===== src/hw/seq_pkg.sv =====
// Constants, encodings and register map of the program sequencer core.
// Assumes a single 20 MHz core clock and a synchronous active-high reset.
//
// Notes on behaviour
// (RL1) Four one-hot phases make one instruction cycle
// (RL2) First phase advances counter and fetches; others execute
// (RL3) Fetch of next overlaps execution of current
// (RL4) Jumps and calls take two cycles
// (RL5) Counter advances by one unless branching
// (RL6) Counter is 12 bits; only low byte addressable
// (RL7) Jump, call, interrupt, reset load target address
// (RL8) Taken skip discards prefetched word, dummy cycle
// (RL9) Low byte write jumps within page, dummy cycle
// (RL10) Return stack hidden from software, counter values only
// (RL11) Call or interrupt pushes; returns pop counter
// (RL12) Reset puts stack pointer at top
// (RL13) Full stack withholds interrupt acknowledge until return
// (RL14) Call on full stack overflows, oldest entry lost
// (RL15) Eight-bit ALU via accumulator into chosen register
// (RL16) ALU operations update carry, borrow and status
// (RL17) Add, subtract, adjust, logic, rotate, step, skips
// (RL18) Program memory is 4096 words of 16 bits
// (RL19) Table data addressed by separate table pointer
// (RL20) Execution starts at address zero after reset
// (RL21) Table read: low byte to register, high byte kept
// (RL22) Table instructions take two cycles
// (RL23) Stack depth is a constant; overflow wraps pointer

package seq_pkg;

	// ****************************************
	// Widths and sizes
	// ****************************************
	localparam int PC_W      = 12;
	localparam int DATA_W    = 8;
	localparam int INSTR_W   = 16;
	localparam int PMEM_WORDS = 4096;
	localparam int STK_DEPTH = 8;
	localparam int STK_PTR_W = 3;
	localparam int CLK_HZ    = 20_000_000;

	// ****************************************
	// Vectors and reset values
	// ****************************************
	localparam logic [11:0] RESET_VECTOR = 12'h000;
	localparam logic [11:0] INT_VECTOR   = 12'h004;
	localparam logic [15:0] INSTR_NOP    = 16'h0000;
	localparam logic [7:0]  BYTE_RST     = 8'h00;
	localparam logic [3:0]  TBHI_RST     = 4'h0;
	localparam logic [3:0]  STK_CNT_RST  = 4'h0;
	localparam logic [2:0]  STK_TOP_RST  = 3'h0;
	localparam logic [3:0]  STK_FULL_CNT = 4'h8;

	// ****************************************
	// Register offsets and status fields
	// ****************************************
	localparam logic [2:0] REG_PC_LOW = 3'h0;
	localparam logic [2:0] REG_TBL_LO = 3'h1;
	localparam logic [2:0] REG_TBL_HI = 3'h2;
	localparam logic [2:0] REG_TDHI   = 3'h3;
	localparam logic [2:0] REG_STATUS = 3'h4;
	localparam logic [2:0] REG_ACC    = 3'h5;
	localparam int ST_C     = 0;
	localparam int ST_AC    = 1;
	localparam int ST_Z     = 2;
	localparam int ST_OV    = 3;
	localparam int ST_EMI   = 4;
	localparam int ST_IPEND = 5;
	localparam int ST_SFULL = 6;

	// ****************************************
	// Encodings
	// ****************************************
	typedef enum logic [3:0] {
		PH_T1 = 4'b0001, PH_T2 = 4'b0010, PH_T3 = 4'b0100, PH_T4 = 4'b1000
	} phase_type;

	typedef enum logic [3:0] {
		OP_NOP = 4'h0, OP_ALUI = 4'h1, OP_ALUR = 4'h2, OP_JUMP = 4'h3,
		OP_CALL = 4'h4, OP_RETS = 4'h5, OP_IRET = 4'h6, OP_SKIP = 4'h7,
		OP_PCLA = 4'h8, OP_TABRD = 4'h9, OP_STORE = 4'hA
	} opcode_type;

	typedef enum logic [3:0] {
		FN_ADD = 4'h0, FN_ADC = 4'h1, FN_SUB = 4'h2, FN_SBC = 4'h3,
		FN_AND = 4'h4, FN_OR = 4'h5, FN_XOR = 4'h6, FN_CPL = 4'h7,
		FN_RR = 4'h8, FN_RRC = 4'h9, FN_RL = 4'hA, FN_RLC = 4'hB,
		FN_INC = 4'hC, FN_DEC = 4'hD, FN_DADJ = 4'hE, FN_MOV = 4'hF
	} alu_fn_type;

	typedef enum logic [1:0] {
		SK_Z = 2'h0, SK_NZ = 2'h1, SK_IZ = 2'h2, SK_DZ = 2'h3
	} skip_type;

endpackage : seq_pkg


===== src/hw/ret_stack_mem.sv =====
// Return-address store: small memory with registered read data.
// Assumes one write port and one read address held stable for a cycle.
`timescale 1ns/1ns
`default_nettype none

module ret_stack_mem (
	// Clock
	input  wire logic                          clk_i,
	// Write side
	input  wire logic                          wr_en_i,
	input  wire logic [seq_pkg::STK_PTR_W-1:0] wr_addr_i,
	input  wire logic [seq_pkg::PC_W-1:0]      wr_data_i,
	// Read side
	input  wire logic [seq_pkg::STK_PTR_W-1:0] rd_addr_i,
	output logic      [seq_pkg::PC_W-1:0]      rd_data_o
);

	logic [seq_pkg::PC_W-1:0] mem_r [seq_pkg::STK_DEPTH];

	// ****************************************
	// Storage
	// ****************************************
	// No reset: contents are meaningless until pushed
	always_ff @(posedge clk_i) begin
		if (wr_en_i) begin
			mem_r[wr_addr_i] <= wr_data_i;
		end
	end

	// Registered read, settles well before the execute phase
	always_ff @(posedge clk_i) begin
		rd_data_o <= mem_r[rd_addr_i];
	end

endmodule : ret_stack_mem

`default_nettype wire


===== src/hw/program_sequencer_core.sv =====
// Program sequencer core: phase generator, fetch/execute pipeline,
// program counter, return stack, ALU and table reads.
// Assumes a synchronous program memory answering by the fourth phase,
// and an interrupt request from logic on the same clock.
//
// The address-and-strobe port and the register addresses were chosen for this implementation.
`timescale 1ns/1ns
`default_nettype none

module program_sequencer_core (
	// Clock and reset
	input  wire logic        CORE_CLK_I,
	input  wire logic        SYS_RST_I,
	// Register port
	input  wire logic [2:0]  REG_ADDR_I,
	input  wire logic [7:0]  REG_WDATA_I,
	input  wire logic        REG_WR_I,
	input  wire logic        REG_RD_I,
	output logic      [7:0]  REG_RDATA_O,
	// Program memory
	output logic      [11:0] PMEM_ADDR_O,
	output logic             PMEM_RD_O,
	input  wire logic [15:0] PMEM_DATA_I,
	// Interrupt
	input  wire logic        INT_REQ_I,
	output logic             INT_ACK_O,
	// Observation
	output logic      [3:0]  PHASE_O,
	output logic      [11:0] PC_O
);

	// ****************************************
	// Declarations
	// ****************************************
	seq_pkg::phase_type  phase_r;
	seq_pkg::opcode_type op;
	seq_pkg::alu_fn_type fn;
	seq_pkg::skip_type   sk;
	logic [11:0] pc_r;
	logic [15:0] ir_r;
	logic [15:0] hold_r;
	logic        tab_cyc_r;
	logic [1:0]  tab_dst_r;
	logic [7:0]  acc_r;
	logic [7:0]  wreg_r [4];
	logic        c_r;
	logic        ac_r;
	logic        z_r;
	logic        ov_r;
	logic        emi_r;
	logic        int_pend_r;
	logic        plo_req_r;
	logic [7:0]  plo_wdata_r;
	logic [7:0]  tbl_lo_r;
	logic [3:0]  tbl_hi_r;
	logic [7:0]  tdhi_r;
	logic [2:0]  stk_top_r;
	logic [3:0]  stk_cnt_r;
	logic [11:0] stk_rdata;
	logic        stk_full;
	logic        t1;
	logic        t4;
	logic [7:0]  wval;
	logic [7:0]  operand;
	logic [10:0] alu_out;
	logic [7:0]  skip_val;
	logic        skip_hit;
	logic        redirect;
	logic [11:0] target;
	logic        push;
	logic        pop;
	logic        take_int;
	logic        flush;
	logic        plo_take;

	// Unary functions act on the operand alone
	function automatic logic is_unary(input seq_pkg::alu_fn_type f);
		is_unary = f inside {seq_pkg::FN_CPL, seq_pkg::FN_RR, seq_pkg::FN_RRC,
			seq_pkg::FN_RL, seq_pkg::FN_RLC, seq_pkg::FN_INC, seq_pkg::FN_DEC,
			seq_pkg::FN_DADJ};
	endfunction : is_unary

	// Result in [7:0], carry [8], half carry [9], overflow [10]
	function automatic logic [10:0] alu_calc(input seq_pkg::alu_fn_type f,
		input logic [7:0] a, input logic [7:0] b, input logic ci, input logic aci);
		logic [8:0] s;
		logic [4:0] h;
		logic [7:0] bb;
		logic       ov;
		s  = {ci, b};
		h  = {aci, 4'h0};
		bb = b;
		ov = 1'b0;
		unique case (f)
			seq_pkg::FN_ADD, seq_pkg::FN_ADC: begin
				s = {1'b0, a} + {1'b0, b} + {8'h00, ci & (f == seq_pkg::FN_ADC)};
				h = {1'b0, a[3:0]} + {1'b0, b[3:0]} + {4'h0, ci & (f == seq_pkg::FN_ADC)};
			end
			seq_pkg::FN_SUB, seq_pkg::FN_SBC: begin
				bb = ~b;
				s  = {1'b0, a} + {1'b0, bb} + {8'h00, (f == seq_pkg::FN_SUB) | ci};
				h  = {1'b0, a[3:0]} + {1'b0, bb[3:0]} + {4'h0, (f == seq_pkg::FN_SUB) | ci};
			end
			seq_pkg::FN_AND: s = {ci, a & b};
			seq_pkg::FN_OR:  s = {ci, a | b};
			seq_pkg::FN_XOR: s = {ci, a ^ b};
			seq_pkg::FN_CPL: s = {ci, ~b};
			seq_pkg::FN_RR:  s = {ci, b[0], b[7:1]};
			seq_pkg::FN_RRC: s = {b[0], ci, b[7:1]};
			seq_pkg::FN_RL:  s = {ci, b[6:0], b[7]};
			seq_pkg::FN_RLC: s = {b[7], b[6:0], ci};
			seq_pkg::FN_INC: s = {ci, b + 8'h01};
			seq_pkg::FN_DEC: s = {ci, b - 8'h01};
			seq_pkg::FN_DADJ: begin
				s = {1'b0, b};
				if (b[3:0] > 4'h9 || aci) begin
					s = s + 9'h006;
				end
				if (s[7:4] > 4'h9 || ci || s[8]) begin
					s = s + 9'h060;
				end
				s[8] = s[8] | ci;
			end
			seq_pkg::FN_MOV: s = {ci, b};
		endcase
		if (f inside {seq_pkg::FN_ADD, seq_pkg::FN_ADC, seq_pkg::FN_SUB, seq_pkg::FN_SBC}) begin
			ov = (a[7] == bb[7]) && (s[7] != a[7]);
		end
		alu_calc = {ov, h[4], s};
	endfunction : alu_calc

	// ****************************************
	// Phase generator
	// ****************************************
	// One phase per clock, four phases per instruction cycle
	always_ff @(posedge CORE_CLK_I) begin
		if (SYS_RST_I) begin
			phase_r <= seq_pkg::PH_T1;
		end else begin
			unique case (phase_r)   // see RL1
				seq_pkg::PH_T1: phase_r <= seq_pkg::PH_T2;
				seq_pkg::PH_T2: phase_r <= seq_pkg::PH_T3;
				seq_pkg::PH_T3: phase_r <= seq_pkg::PH_T4;
				seq_pkg::PH_T4: phase_r <= seq_pkg::PH_T1;
			endcase
		end
	end

	assign t1      = (phase_r == seq_pkg::PH_T1);
	assign t4      = (phase_r == seq_pkg::PH_T4);
	assign PHASE_O = phase_r;
	assign PC_O    = pc_r;

	// ****************************************
	// Decode and execute
	// ****************************************
	// Everything here is acted on at the end of the fourth phase
	always_comb begin
		op       = seq_pkg::opcode_type'(ir_r[15:12]);
		fn       = seq_pkg::alu_fn_type'(ir_r[11:8]);
		sk       = seq_pkg::skip_type'(ir_r[9:8]);
		wval     = wreg_r[ir_r[1:0]];
		operand  = (op == seq_pkg::OP_ALUI) ? (is_unary(fn) ? acc_r : ir_r[7:0]) : wval;
		alu_out  = alu_calc(fn, acc_r, operand, c_r, ac_r);   // see RL15
		skip_val = (sk == seq_pkg::SK_IZ) ? wval + 8'h01 :
			(sk == seq_pkg::SK_DZ) ? wval - 8'h01 : wval;
		skip_hit = 1'b0;
		redirect = 1'b0;
		target   = pc_r;
		push     = 1'b0;
		pop      = 1'b0;
		plo_take = 1'b0;
		unique case (op)
			seq_pkg::OP_JUMP, seq_pkg::OP_CALL: begin
				redirect = 1'b1;   // see RL4
				target   = ir_r[11:0];   // see RL7
				push     = (op == seq_pkg::OP_CALL);   // see RL11
			end
			seq_pkg::OP_RETS, seq_pkg::OP_IRET: begin
				redirect = 1'b1;
				target   = stk_rdata;   // see RL11
				pop      = 1'b1;
			end
			seq_pkg::OP_SKIP: skip_hit = (sk == seq_pkg::SK_NZ) ?
				(skip_val != 8'h00) : (skip_val == 8'h00);   // see RL8
			seq_pkg::OP_PCLA: begin
				redirect = 1'b1;
				target   = {pc_r[11:8], acc_r};   // see RL9
			end
			default: ;
		endcase
		// A low byte write from the port jumps like an instruction would
		if (!redirect && plo_req_r) begin
			redirect = 1'b1;
			plo_take = 1'b1;
			target   = {pc_r[11:8], plo_wdata_r};   // see RL9
		end
		// Held off while the stack is full, so an interrupt never overwrites an entry
		take_int = !tab_cyc_r && !redirect && !skip_hit && op != seq_pkg::OP_TABRD &&
			int_pend_r && emi_r && !stk_full;   // see RL13
		push  = push | take_int;   // see RL11
		flush = redirect | skip_hit | take_int;
	end

	// ****************************************
	// Program counter and fetch
	// ****************************************
	// Counter steps at the first phase unless a table word is fetched
	always_ff @(posedge CORE_CLK_I) begin
		if (SYS_RST_I) begin
			pc_r <= seq_pkg::RESET_VECTOR;   // see RL20
		end else if (t1 && !tab_cyc_r) begin
			pc_r <= pc_r + 12'h001;   // see RL2, RL5
		end else if (t4 && !tab_cyc_r) begin
			if (take_int) begin
				pc_r <= seq_pkg::INT_VECTOR;   // see RL7
			end else if (redirect) begin
				pc_r <= target;   // see RL7
			end
		end
	end

	// Address the memory with the counter or the table pointer
	always_ff @(posedge CORE_CLK_I) begin
		if (SYS_RST_I) begin
			PMEM_ADDR_O <= seq_pkg::RESET_VECTOR;
			PMEM_RD_O   <= 1'b0;
		end else begin
			PMEM_RD_O <= t1;   // see RL2
			if (t1) begin
				PMEM_ADDR_O <= tab_cyc_r ? {tbl_hi_r, tbl_lo_r} : pc_r;   // see RL18, RL19
			end
		end
	end

	// ****************************************
	// Pipeline register
	// ****************************************
	// Prefetched word becomes next instruction, or a dummy on a flush
	always_ff @(posedge CORE_CLK_I) begin
		if (SYS_RST_I) begin
			ir_r      <= seq_pkg::INSTR_NOP;
			hold_r    <= seq_pkg::INSTR_NOP;
			tab_cyc_r <= 1'b0;
			tab_dst_r <= 2'h0;
		end else if (t4) begin
			if (tab_cyc_r) begin
				ir_r      <= hold_r;   // see RL22
				tab_cyc_r <= 1'b0;
			end else if (op == seq_pkg::OP_TABRD) begin
				hold_r    <= PMEM_DATA_I;
				ir_r      <= seq_pkg::INSTR_NOP;
				tab_cyc_r <= 1'b1;   // see RL22
				tab_dst_r <= ir_r[1:0];
			end else if (flush) begin
				ir_r <= seq_pkg::INSTR_NOP;   // see RL8, RL9
			end else begin
				ir_r <= PMEM_DATA_I;   // see RL3
			end
		end
	end

	// ****************************************
	// Return stack
	// ****************************************
	// Count saturates at depth while the pointer wraps over the oldest
	always_ff @(posedge CORE_CLK_I) begin
		if (SYS_RST_I) begin
			stk_top_r <= seq_pkg::STK_TOP_RST;   // see RL12
			stk_cnt_r <= seq_pkg::STK_CNT_RST;
		end else if (t4 && !tab_cyc_r) begin
			if (push) begin
				stk_top_r <= stk_top_r + 3'h1;   // see RL14, RL23
				stk_cnt_r <= stk_full ? stk_cnt_r : stk_cnt_r + 4'h1;
			end else if (pop) begin
				stk_top_r <= stk_top_r - 3'h1;
				stk_cnt_r <= (stk_cnt_r != 4'h0) ? stk_cnt_r - 4'h1 : stk_cnt_r;
			end
		end
	end

	assign stk_full = (stk_cnt_r == seq_pkg::STK_FULL_CNT);

	// Only the sequencer reaches this store, never the register port
	ret_stack_mem u_stack (
		.clk_i     (CORE_CLK_I),
		.wr_en_i   (t4 && !tab_cyc_r && push),   // see RL10
		.wr_addr_i (stk_top_r),
		.wr_data_i (pc_r - 12'h001),
		.rd_addr_i (stk_top_r - 3'h1),
		.rd_data_o (stk_rdata)
	);

	// ****************************************
	// Accumulator, work registers and flags
	// ****************************************
	// Results land in the accumulator or the named work register
	always_ff @(posedge CORE_CLK_I) begin
		if (SYS_RST_I) begin
			acc_r <= seq_pkg::BYTE_RST;
			for (int i = 0; i < 4; i++) begin
				wreg_r[i] <= seq_pkg::BYTE_RST;
			end
		end else if (t4 && tab_cyc_r) begin
			wreg_r[tab_dst_r] <= PMEM_DATA_I[7:0];   // see RL21
		end else if (t4) begin
			unique case (op)
				seq_pkg::OP_ALUI: acc_r <= alu_out[7:0];
				seq_pkg::OP_ALUR: begin
					if (ir_r[3]) begin
						wreg_r[ir_r[1:0]] <= alu_out[7:0];   // see RL15
					end else begin
						acc_r <= alu_out[7:0];
					end
				end
				seq_pkg::OP_STORE: wreg_r[ir_r[1:0]] <= acc_r;
				seq_pkg::OP_SKIP: wreg_r[ir_r[1:0]] <= skip_val;   // see RL17
				default: ;
			endcase
		end else if (REG_WR_I && REG_ADDR_I == seq_pkg::REG_ACC) begin
			acc_r <= REG_WDATA_I;
		end
	end

	// Status follows every ALU instruction result; the skip steps leave it untouched
	always_ff @(posedge CORE_CLK_I) begin
		if (SYS_RST_I) begin
			c_r  <= 1'b0;
			ac_r <= 1'b0;
			z_r  <= 1'b0;
			ov_r <= 1'b0;
		end else if (t4 && (op == seq_pkg::OP_ALUI || op == seq_pkg::OP_ALUR)) begin
			c_r  <= alu_out[8];   // see RL16
			ac_r <= alu_out[9];
			z_r  <= (alu_out[7:0] == 8'h00);
			ov_r <= alu_out[10];
		end
	end

	// ****************************************
	// Interrupt request and enable
	// ****************************************
	// A new request wins over the clear by acknowledge
	always_ff @(posedge CORE_CLK_I) begin
		if (SYS_RST_I) begin
			int_pend_r <= 1'b0;
			emi_r      <= 1'b0;
			INT_ACK_O  <= 1'b0;
		end else begin
			INT_ACK_O  <= t4 && take_int;   // see RL13
			int_pend_r <= (int_pend_r && !(t4 && take_int)) || INT_REQ_I;
			if (t4 && take_int) begin
				emi_r <= 1'b0;
			end else if (t4 && op == seq_pkg::OP_IRET) begin
				emi_r <= 1'b1;
			end else if (REG_WR_I && REG_ADDR_I == seq_pkg::REG_STATUS) begin
				emi_r <= REG_WDATA_I[seq_pkg::ST_EMI];
			end
		end
	end

	// ****************************************
	// Register port writes
	// ****************************************
	// Low byte write waits for the next execute edge; a new write wins
	always_ff @(posedge CORE_CLK_I) begin
		if (SYS_RST_I) begin
			plo_req_r   <= 1'b0;
			plo_wdata_r <= seq_pkg::BYTE_RST;
		end else if (REG_WR_I && REG_ADDR_I == seq_pkg::REG_PC_LOW) begin
			plo_req_r   <= 1'b1;   // see RL6
			plo_wdata_r <= REG_WDATA_I;
		end else if (t4 && !tab_cyc_r && plo_take) begin
			plo_req_r <= 1'b0;
		end
	end

	// Table pointer and table high byte
	always_ff @(posedge CORE_CLK_I) begin
		if (SYS_RST_I) begin
			tbl_lo_r <= seq_pkg::BYTE_RST;
			tbl_hi_r <= seq_pkg::TBHI_RST;
			tdhi_r   <= seq_pkg::BYTE_RST;
		end else begin
			if (REG_WR_I && REG_ADDR_I == seq_pkg::REG_TBL_LO) begin
				tbl_lo_r <= REG_WDATA_I;   // see RL19
			end
			if (REG_WR_I && REG_ADDR_I == seq_pkg::REG_TBL_HI) begin
				tbl_hi_r <= REG_WDATA_I[3:0];
			end
			// Hardware load takes priority over a same-cycle port write
			if (t4 && tab_cyc_r) begin
				tdhi_r <= PMEM_DATA_I[15:8];   // see RL21
			end else if (REG_WR_I && REG_ADDR_I == seq_pkg::REG_TDHI) begin
				tdhi_r <= REG_WDATA_I;
			end
		end
	end

	// ****************************************
	// Register port reads
	// ****************************************
	// Data stands only in the cycle after the strobe
	always_ff @(posedge CORE_CLK_I) begin
		if (SYS_RST_I) begin
			REG_RDATA_O <= seq_pkg::BYTE_RST;
		end else if (REG_RD_I) begin
			unique case (REG_ADDR_I)
				seq_pkg::REG_PC_LOW: REG_RDATA_O <= pc_r[7:0];   // see RL6
				seq_pkg::REG_TBL_LO: REG_RDATA_O <= tbl_lo_r;
				seq_pkg::REG_TBL_HI: REG_RDATA_O <= {4'h0, tbl_hi_r};
				seq_pkg::REG_TDHI:   REG_RDATA_O <= tdhi_r;
				seq_pkg::REG_STATUS: REG_RDATA_O <= {1'b0, stk_full, int_pend_r, emi_r,
					ov_r, z_r, ac_r, c_r};
				seq_pkg::REG_ACC:    REG_RDATA_O <= acc_r;
				default:             REG_RDATA_O <= 8'h00;
			endcase
		end else begin
			REG_RDATA_O <= 8'h00;
		end
	end

endmodule : program_sequencer_core

`default_nettype wire


===== config.mk =====
export PLATFORM = sky130hd
export DESIGN_NAME = program_sequencer_core
export DESIGN_NICKNAME = d
export VERILOG_FILES = /design/src/hw/seq_pkg.sv /design/src/hw/ret_stack_mem.sv /design/src/hw/program_sequencer_core.sv
export SDC_FILE = /design/constraint.sdc
export NUM_CORES = 1
export LEC_CHECK = 0
export BUFFER_PORTS_ARGS = -buffer_cell sky130_fd_sc_hd__buf_4
export CORE_AREA = 2 2 169 171
export CTS_BUF_LIST = sky130_fd_sc_hd__clkbuf_16
export DETAILED_ROUTE_END_ITERATION = 8
export DIE_AREA = 0 0 171 173
export PLACE_DENSITY = 0.76
export SLEW_MARGIN = 5
export SYNTH_ARGS = -nofsm -noshare
export SYNTH_HDL_FRONTEND = slang
export SYNTH_SLANG_ARGS = --single-unit

===== constraint.sdc =====
create_clock -name CORE_CLK_I -period 4.76 [get_ports CORE_CLK_I]
set_input_delay 0.476 -clock CORE_CLK_I [delete_from_list [all_inputs] [get_ports CORE_CLK_I]]
set_output_delay 0.476 -clock CORE_CLK_I [all_outputs]
set_load 0.005 [all_outputs]

After elaboration in Yosys (flattened, before gate mapping)
Memory sizes are Yosys's and may differ from the RTL's. A register that Yosys moved wholly into a read port is not among the register bits.
Index checks and enable logic that the tools add are counted.
{ "word_totals": {"output_inout_bits": 38, "elab_cells": 271, "ram_bits": 128, "input_bits": 32, "n_memories": 2, "regBits": 123} }
{ "op_classes": {"n_bitwise": 24, "reduce_logical": 70, "muxes": 82, "n_lt_le_gt_ge": 2, "addsub": 20, "eq_ne": 46} }
{ "mem_list": {"columns": ["memory", "depth", "word_bits", "rd", "rd_ports_with_merged_regs", "wr", "line", "source"], "rows": [
  ["u_stack.mem_r", 8, 12, 1, 1, 1, "ret_stack_mem.sv:18", "logic [seq_pkg::PC_W-1:0] mem_r [seq_pkg::STK_DEPTH];"],
  ["wreg_r", 4, 8, 1, 1, 4, "program_sequencer_core.sv:45", "logic [7:0] wreg_r [4];"]
]} }
{ "ops": {"columns": ["cell", "count"], "rows": [
  ["9-bit one-hot mux with 14 select lines", 1],
  ["8-bit two-way mux", 14],
  ["12-bit two-way mux", 6],
  ["4-bit == test (second input constant)", 13],
  ["16-bit two-way mux", 3],
  ["8-bit one-hot mux with 6 select lines", 1],
  ["1-bit two-way mux", 39],
  ["4-bit by 3-bit == test with 1-bit output (second input constant)", 9],
  ["9-bit two-way mux", 4],
  ["12-bit one-hot mux with 3 select lines", 1],
  ["1-bit logical AND", 23],
  ["4-bit by 2-bit == test with 1-bit output (second input constant)", 5],
  ["8-bit by 8-bit adder with 9-bit output", 2],
  ["9-bit by 1-bit adder with 9-bit output", 2],
  ["8-bit by 1-bit adder with 8-bit output (second input constant)", 2],
  ["8-bit logical NOT", 2],
  ["4-bit two-way mux", 4],
  ["4-bit one-hot mux with 4 select lines", 1],
  ["8-bit one-hot mux with 2 select lines", 1],
  ["2-bit nonzero test", 8],
  ["8-bit nonzero test", 2],
  ["8-bit OR reduction", 2],
  ["8-bit by 1-bit subtractor with 8-bit output (second input constant)", 2],
  ["12-bit by 1-bit adder with 12-bit output (second input constant)", 1],
  ["other kinds (47)", 96]
]} }

Longest topological paths before layout
Gate-level depths: netlist of run 1.
{ "logic_depth": {"depth_word": 19, "depth_mapped": 19, "depth_no_buf": 17} }

By module
A second synthesis of run 1 with hierarchy kept.
{ "hier_totals": {"hier_cells": 1555, "hier_area_um2": 14970.6} }
{ "modules_own_cells": {"columns": ["module", "seq_area_each_um2", "n_inst", "area_per_inst_um2", "cells_each"], "rows": [
  ["program_sequencer_core", 3463.3, 1, 10983.0, 1391],
  ["ret_stack_mem", 3123.0, 1, 3987.6, 164]
]} }

Worst setup path before layout of run 1
No wires, ideal clock.
{ "synth_path": {"path_type": "register to register", "startpoint": "register with a tool-made name", "endpoint": "memory u_stack.mem_r[4][0] (netlist name) (enable)", "setup_ns": 0.417, "synth_period_minus_slack_ns": 4.881, "t_required_ns": 4.343, "path_stages_with_launch": 14, "t_arrival_ns": 4.464, "path_slack_ns": -0.121, "path_cell_list": "dfxtp_1 > buf_6 > mux4_2 > buf_2 > ha_1 > nor2b_1 > a21oi_1 > xor2_1 > a41oi_1 > a211oi_4 > mux2_2 > nor2_1 > nand2_1 > nor4b_1"} }
{ "synth_rtl": {"columns": ["element", "line"], "rows": [
  ["end, declared", "ret_stack_mem.sv:18"]
]} }

==> impl_metrics.csv, run 1 <==
group,metric,value,unit
outcome,status,"completed",
placed_design,place.gp.congestion,0.968,
grt,use_met1,43.8,%
worst_setup_path,startpoint_type,"flop",
detailed_routing,routed_via_density,6.50,
worst_setup_path,crit_path_max_fanout,7,
clock_tree,cts.path.max_buffers,3,
clock_tree,cts_tree,"done",
floorplan,dieArea,29600,um^2
timing,slew_violations,0,
grt,grt_max_degree,81,
synthesis,synth.largest_area_cell,"edfxtp_1",
floorplan,core,27600,um^2
grt,grt_overflow,0,
timing,tightestPinTransition,1.18,ns
timing,fmax,221,MHz
floorplan,die_x,171,um
grt,antenna_found_initial,0,
timing,min_period_over_period,95.2,%
detailed_routing,vias,13572,
min_path,min_from,"PMEM_DATA_I[2]",
final_layout,drive_gt1_share,16.4,%
min_path,hp-class,"in2reg",
run,maxCapViolations,0,
clock_tree,root_buffer,"clkbuf_16",
floorplan,initial_core_util,55.4,%
clock_tree,cts_resized,0,
final_layout,area_growth,12.7,%
detailed_routing,antenna_left,0,
placed_design,place_hpwl,33.5,mm
timing,finalClockSkew,0.0450,ns
clock_tree,cts_hold_buf,0,
grt,grt_pass1_vias,12722,
floorplan,ios,70,
final_layout,fillers,2296,
floorplan,die_h,173,um
synthesis,ys_seq_area_share,43.0,%
worst_setup_path,endpoint_kind,"flop",
floorplan,rows,61,
worst_setup_path,rrSetupSlack,0.23,ns
synthesis,synth.top_cell.area_share,25.1,%
final_layout,fin_nets,1759,
synthesis,ys_ff_latch,265,
clock_tree,cts_buffers,28,
synthesis,ys_top_cells_by_count,"nand2_1, nor2_1, dfxtp_1",
timing,fin_setup_tns,0,ns
clock_tree,clk-insertion-delay-late,0.57,ns
power,power.density,284,nW/um^2
synthesis,ys.flop_type,"dfxtp_1",
grt,top_usage_layer,"met2",
detailed_routing,wl_per_cell,22.8,um
timing,setup_violations,0,
worst_setup_path,r2r_end,"stk_cnt_r[3]",
synthesis,synth_most_common_cell,"nand2_1",
clock_tree,cts.sinks,265,
worst_setup_path,cp.arrival,4.99,ns
detailed_routing,drc_errors,0,
synthesis,syn_inst,1641,
synthesis,synth_edf_count,128,
timing,fin_crit,4.53,ns
synthesis,synthDistinctLibCells,93,
power,vdd.ir_drop.worst,0.352,mV
clock_tree,h-tree-depth,1,
min_path,min_to,"hold_r[2]",
grt,grt_pass1_wl,73.0,mm
power,finalPower,4900,uW
grt,met2_usage,48.9,%
worst_setup_path,worstPathRequired,5.22,ns
final_layout,antenna_cells,0,
clock_tree,clk_pin_slew,0.06,ns
synthesis,syn-num-nets,1712,
power,power.leakage,0.00603,uW
min_path,holdPathStages,3,
grt,use_met3,5.84,%
grt,grt_usage,31.6,%
worst_setup_path,r2r_cells,16,
synthesis,synthArstFlopShare,0,%
timing,slew_headroom,21.7,%
worst_setup_path,worst-setup-path-type,"reg2reg",
synthesis,syn_area,15300,um^2
placed_design,port-buffer-count,69,
detailed_routing,wl,47.7,mm
detailed_routing,drtIter0Drc,1909,
timing,hold_viol_final,0,
synthesis,synth.avg_cell_area,9.33,um^2
detailed_routing,drt_pre_antenna_iters,6,
timing,rsz0062_at_grt,"no",
synthesis,synth_area_leaders,"edfxtp_1, dfxtp_1, nand2_1",
synthesis,synth_warnings,0,
## worst max path at each step
stage | cells past startpoint | endpoint | from
6_report | 16 | stk_cnt_r[3] | flop
5_1_grt | 16 | stk_cnt_r[3] | flop
4_1_cts | 16 | stk_cnt_r[3] | flop
3_5_place_dp | 16 | stk_cnt_r[3] | flop
3_3_place_gp | 17 | wreg_r[2][7] | ir_r[15]
2_1_floorplan | 13 | u_stack.mem_r[0][0] | flop
## cells by family (layout without fill, tap and decap cells)
family | Yosys count | in the layout | share of synthesized area [%]
DFF | 265 | 265 | 43.0
buffers and inverters | 179 | 248 | 4.73
and+or+nand+nor | 616 | 616 | 18.9
xor gates and xnor gates | 42 | 42 | 2.40
adders and majority gates | 39 | 39 | 3.43
muxes | 102 | 102 | 9.81
AOI/OAI and AO/OA | 398 | 398 | 17.7
## power by group
part           internal, uW  switching (uW)  total [uW]
sequential             2470            38.0        2510
clock                  1080             909        1990
combinational           138             260         398
total                  3690            1210        4900
## final cells by class
type | count | area, um^2 | share of cell area [%]
clock buffer | 28 | 701 | 4.06
clock inverter | 24 | 149 | 0.863
inverter | 50 | 188 | 1.09
multi-input combinational | 1197 | 8060 | 46.7
sequential | 265 | 6590 | 38.2
tap | 378 | 473 | 2.74
timing repair buffer | 146 | 1100 | 6.35
## state kept, by name, summed over array words and instances, names as in the netlist, 12 cells and up, named ones only
name / count
PC_O: 12
u_stack.mem_r: 96
ir_r: 16
PMEM_ADDR_O: 12
wreg_r: 32
u_stack.rd_data_o: 12
hold_r: 16
## critical path: stages, from the launching register on
cell	delay, ns
dfxtp_1	0.39
mux4_2	0.58
ha_1	0.21
nor2b_1	0.16
a21oi_1	0.22
xor2_1	0.18
a41oi_1	0.25
a211oi_4	0.33
mux2_2	0.44
nor2_1	0.14
inv_1	0.10
ha_1	0.29
a21o_1	0.18
a21oi_1	0.30
a31oi_1	0.10
a211o_1	0.29
a32o_1	0.26
## timing repair
item | CTS | global route
endpoints found under the setup margin | 0 | 1
hold endpoints to repair | 0 | 0
setup buffers | 0 | 1
## layer usage
layer  up-vias  share of wire (%)
met5         -                  0
met4         0                4.7
met3       163                 10
met2       838                 45
met1      6437                 40
li1       6134                  -
## cell usage in the layout (no fill, tap or decap), types with 34 or more instances in the layout
master    count
inv_1        54
nand3_1      65
nand2b_1     34
a211oi_1     34
nand2_1     212
edfxtp_1    128
a21oi_1     119
nor3_1       35
nor2_1      158
buf_4       146
mux2i_1      42
a31oi_1      38
o21ai_0      52
dfxtp_1     136
ha_1         34
## stage by stage
step / utilization (%) / hold WS, ns / instances / setup slack, ns / instance area (um^2)
5_1_grt: 62.4 / 0.191 / 2088 / 0.0700 / 17200
6_report: 62.4 / 0.188 / 2088 / 0.230 / 17200
3_3_place_gp: 59.3 / 0.442 / 2035 / 0.368 / 16400
4_1_cts: 62.4 / 0.176 / 2087 / 0.203 / 17200
2_1_floorplan: - / 0.420 / 1641 / 0.0582 / 15300
3_5_place_dp: 59.3 / 0.447 / 2035 / 0.225 / 16400
Power figures use the tool's default switching activity.
==> run 2, diff against run 1 <==
CTS_BUF_LIST = not set   (was sky130_fd_sc_hd__clkbuf_16)
SETUP_SLACK_MARGIN = 0.4   (was not set)
SKIP_CTS_REPAIR_TIMING = 1   (was not set)
==> run 2 against run 1 <==
  * Register-to-register slack improved by 0.25 ns
  * Via count rose by 1.7%
  * Combinational power rose by 3%
  * Core utilization rose by 1.3 points
  * Count of clock-buffer cells in the layout rose by 1
  * Global-route usage barely moved
  * Sequential power barely moved
  * Sequential share of layout area fell by 0.77 points
  * Total power rose by 2.8%
  * Final area rose by 2.1%
  * First-iteration DRC count rose by 0.94%
  * Final cell count rose by 1.2%
  * Critical path type unchanged
  * Critical endpoint unchanged
  * Largest power group unchanged
==> impl_metrics.csv, run 2 (synthesis results as in run 1) <==
group,metric,value,unit
clock_tree,h-tree-depth,1,
min_path,min_from,"INT_REQ_I",
floorplan,ios,70,
timing,setup_ws,0.481,ns
worst_setup_path,path_common_cell,"ha_1",
clock_tree,root_buffer,"clkbuf_16",
detailed_routing,antenna_left,0,
grt,antenna_found_initial,0,
timing,fmax,234,MHz
placed_design,dpl.cell_count,2050,
final_layout,largest-register,"u_stack.mem_r",
final_layout,final_area,17600,um^2
worst_setup_path,crit_buf_inv,1,
worst_setup_path,critical_path.top_delay_family,"compound AO/OA/AOI/OAI gates",
final_layout,largest_reg_flops,96,
final_layout,fin_nets,1786,
floorplan,dieArea,29600,um^2
final_layout,antenna_cells,0,
worst_setup_path,endpoint_kind,"flop",
worst_setup_path,startpoint_type,"flop",
placed_design,place.gp.congestion,1.00,
timing,slew_violations,0,
min_path,hp-class,"in2reg",
detailed_routing,routed_via_density,6.53,
placed_design,pre_cts_ws,0.185,ns
min_path,holdPathStages,3,
power,power.leakage,0.00619,uW
detailed_routing,vias,13806,
floorplan,initial_core_util,55.4,%
final_layout,final_common_cell,"nand2_1",
placed_design,port-buffer-count,69,
timing,fin_setup_tns,0,ns
grt,grt_overflow,0,
timing,setup_violations,0,
worst_setup_path,path_cells,"mux4_2, ha_1, nor2b_1, a21oi_2, xor2_1, a41oi_2, a211oi_4, mux2_4, nor2_4, inv_1, ha_1, a21o_1, a21oi_4, a31oi_1, a211o_1, a32o_1",
clock_tree,cts.sinks,265,
final_layout,reg.largest.list,"u_stack.mem_r (96), wreg_r (32)",
worst_setup_path,crit_path_max_fanout,6,
clock_tree,clk_pin_slew,0.06,ns
timing,finalClockSkew,0.0136,ns
power,vdd.ir_drop.worst,0.344,mV
worst_setup_path,critPathMaxStageDelay,0.53,ns
detailed_routing,drtIter0Drc,1927,
placed_design,place_hpwl,34.1,mm
clock_tree,cts_tree,"done",
timing,min_period_over_period,89.9,%
grt,grt_max_degree,64,
min_path,min_to,"int_pend_r",
final_layout,layoutNonFillerInstCount,2113,
final_layout,mostFrequentLayoutCells,"nand2_1, buf_4, nor2_1",
floorplan,die_h,173,um
final_layout,area_growth,15.1,%
clock_tree,cts.path.max_buffers,3,
worst_setup_path,worstPathRequired,5.20,ns
placed_design,placed_area,16500,um^2
detailed_routing,wl,48.4,mm
detailed_routing,wl_per_cell,22.9,um
final_layout,drive_gt1_share,19.1,%
worst_setup_path,cp.arrival,4.72,ns
worst_setup_path,rrSetupSlack,0.48,ns
worst_setup_path,worst-setup-path-type,"reg2reg",
floorplan,die_x,171,um
timing,fin_crit,4.28,ns
timing,tightestPinTransition,1.20,ns
grt,grt_pass1_wl,72.9,mm
detailed_routing,drc_errors,0,
floorplan,core,27600,um^2
timing,hold_viol_final,0,
worst_setup_path,cp_slowest_cell,"mux4_2",
outcome,status,"completed",
clock_tree,cts_buffers,27,
worst_setup_path,r2r_end,"stk_cnt_r[3]",
grt,grt_pass1_vias,12620,
detailed_routing,drt_pre_antenna_iters,7,
power,power.density,286,nW/um^2
final_layout,fillers,2257,
timing,rsz0062_at_grt,"yes",
timing,slew_headroom,20.0,%
clock_tree,clk-insertion-delay-late,0.55,ns
floorplan,rows,61,
run,maxCapViolations,0,
grt,grt_usage,31.5,%
worst_setup_path,r2r_cells,16,
## run 2: worst reg2reg max path: cells and delay by family, from the launching register on
family          cells  cell delay, ns
fa+ha+maj           2            0.50
xor+xnor            1            0.19
compound gates      8            1.77
buf+inv             1            0.11
mux                 2            0.92
simple gates        2            0.32
flops               1            0.38
## run 2: layer usage
layer	global-route usage (%)	wire, um	vias up
met2	48.4	22000	835
li1	-	-	6191
met3	5.24	4950	155
met1	44.5	19300	6625
met5	0	0	-
met4	12.8	2120	0
## run 2: worst max path at each step
stage          startpoint             endpoint  slack [ns]  cells after the start
6_report             flop         stk_cnt_r[3]        0.48                     16
5_1_grt              flop         stk_cnt_r[3]        0.34                     16
3_3_place_gp         flop         stk_cnt_r[3]        0.34                     16
4_1_cts              flop         stk_cnt_r[3]        0.11                     16
3_5_place_dp         flop         stk_cnt_r[3]        0.19                     16
2_1_floorplan        flop  u_stack.mem_r[0][0]        0.15                     13
## run 2: final cells by class
cell class,count,area [um^2],share of cell area [%]
Multi-Input combinational cell,1197,8160,46.3
Sequential cell,265,6590,37.4
Timing Repair Buffer,174,1310,7.46
Clock buffer,29,693,3.94
Tap cell,378,473,2.69
Clock inverter,20,198,1.12
Inverter,50,188,1.07
## run 2: through the flow
| step | total power (uW) | utilization (%) | hold WS [ns] |
|---|---|---|---|
| detailed placement | 2950 | 59.8 | 0.447 |
| finish | 5040 | 63.8 | 0.165 |
| floorplan | 2790 | - | 0.420 |
| CTS | 5030 | 63.0 | 0.161 |
| global route | 5180 | 63.8 | 0.207 |
| global placement | 2940 | 59.8 | 0.442 |
## run 2: power breakdown
group	total (uW)	leakage (uW)	switching [uW]	internal (uW)
registers	2510	0.00231	37.1	2470
logic	408	0.00345	265	144
clock network	2120	0.000437	895	1220
total	5040	0.00619	1200	3840
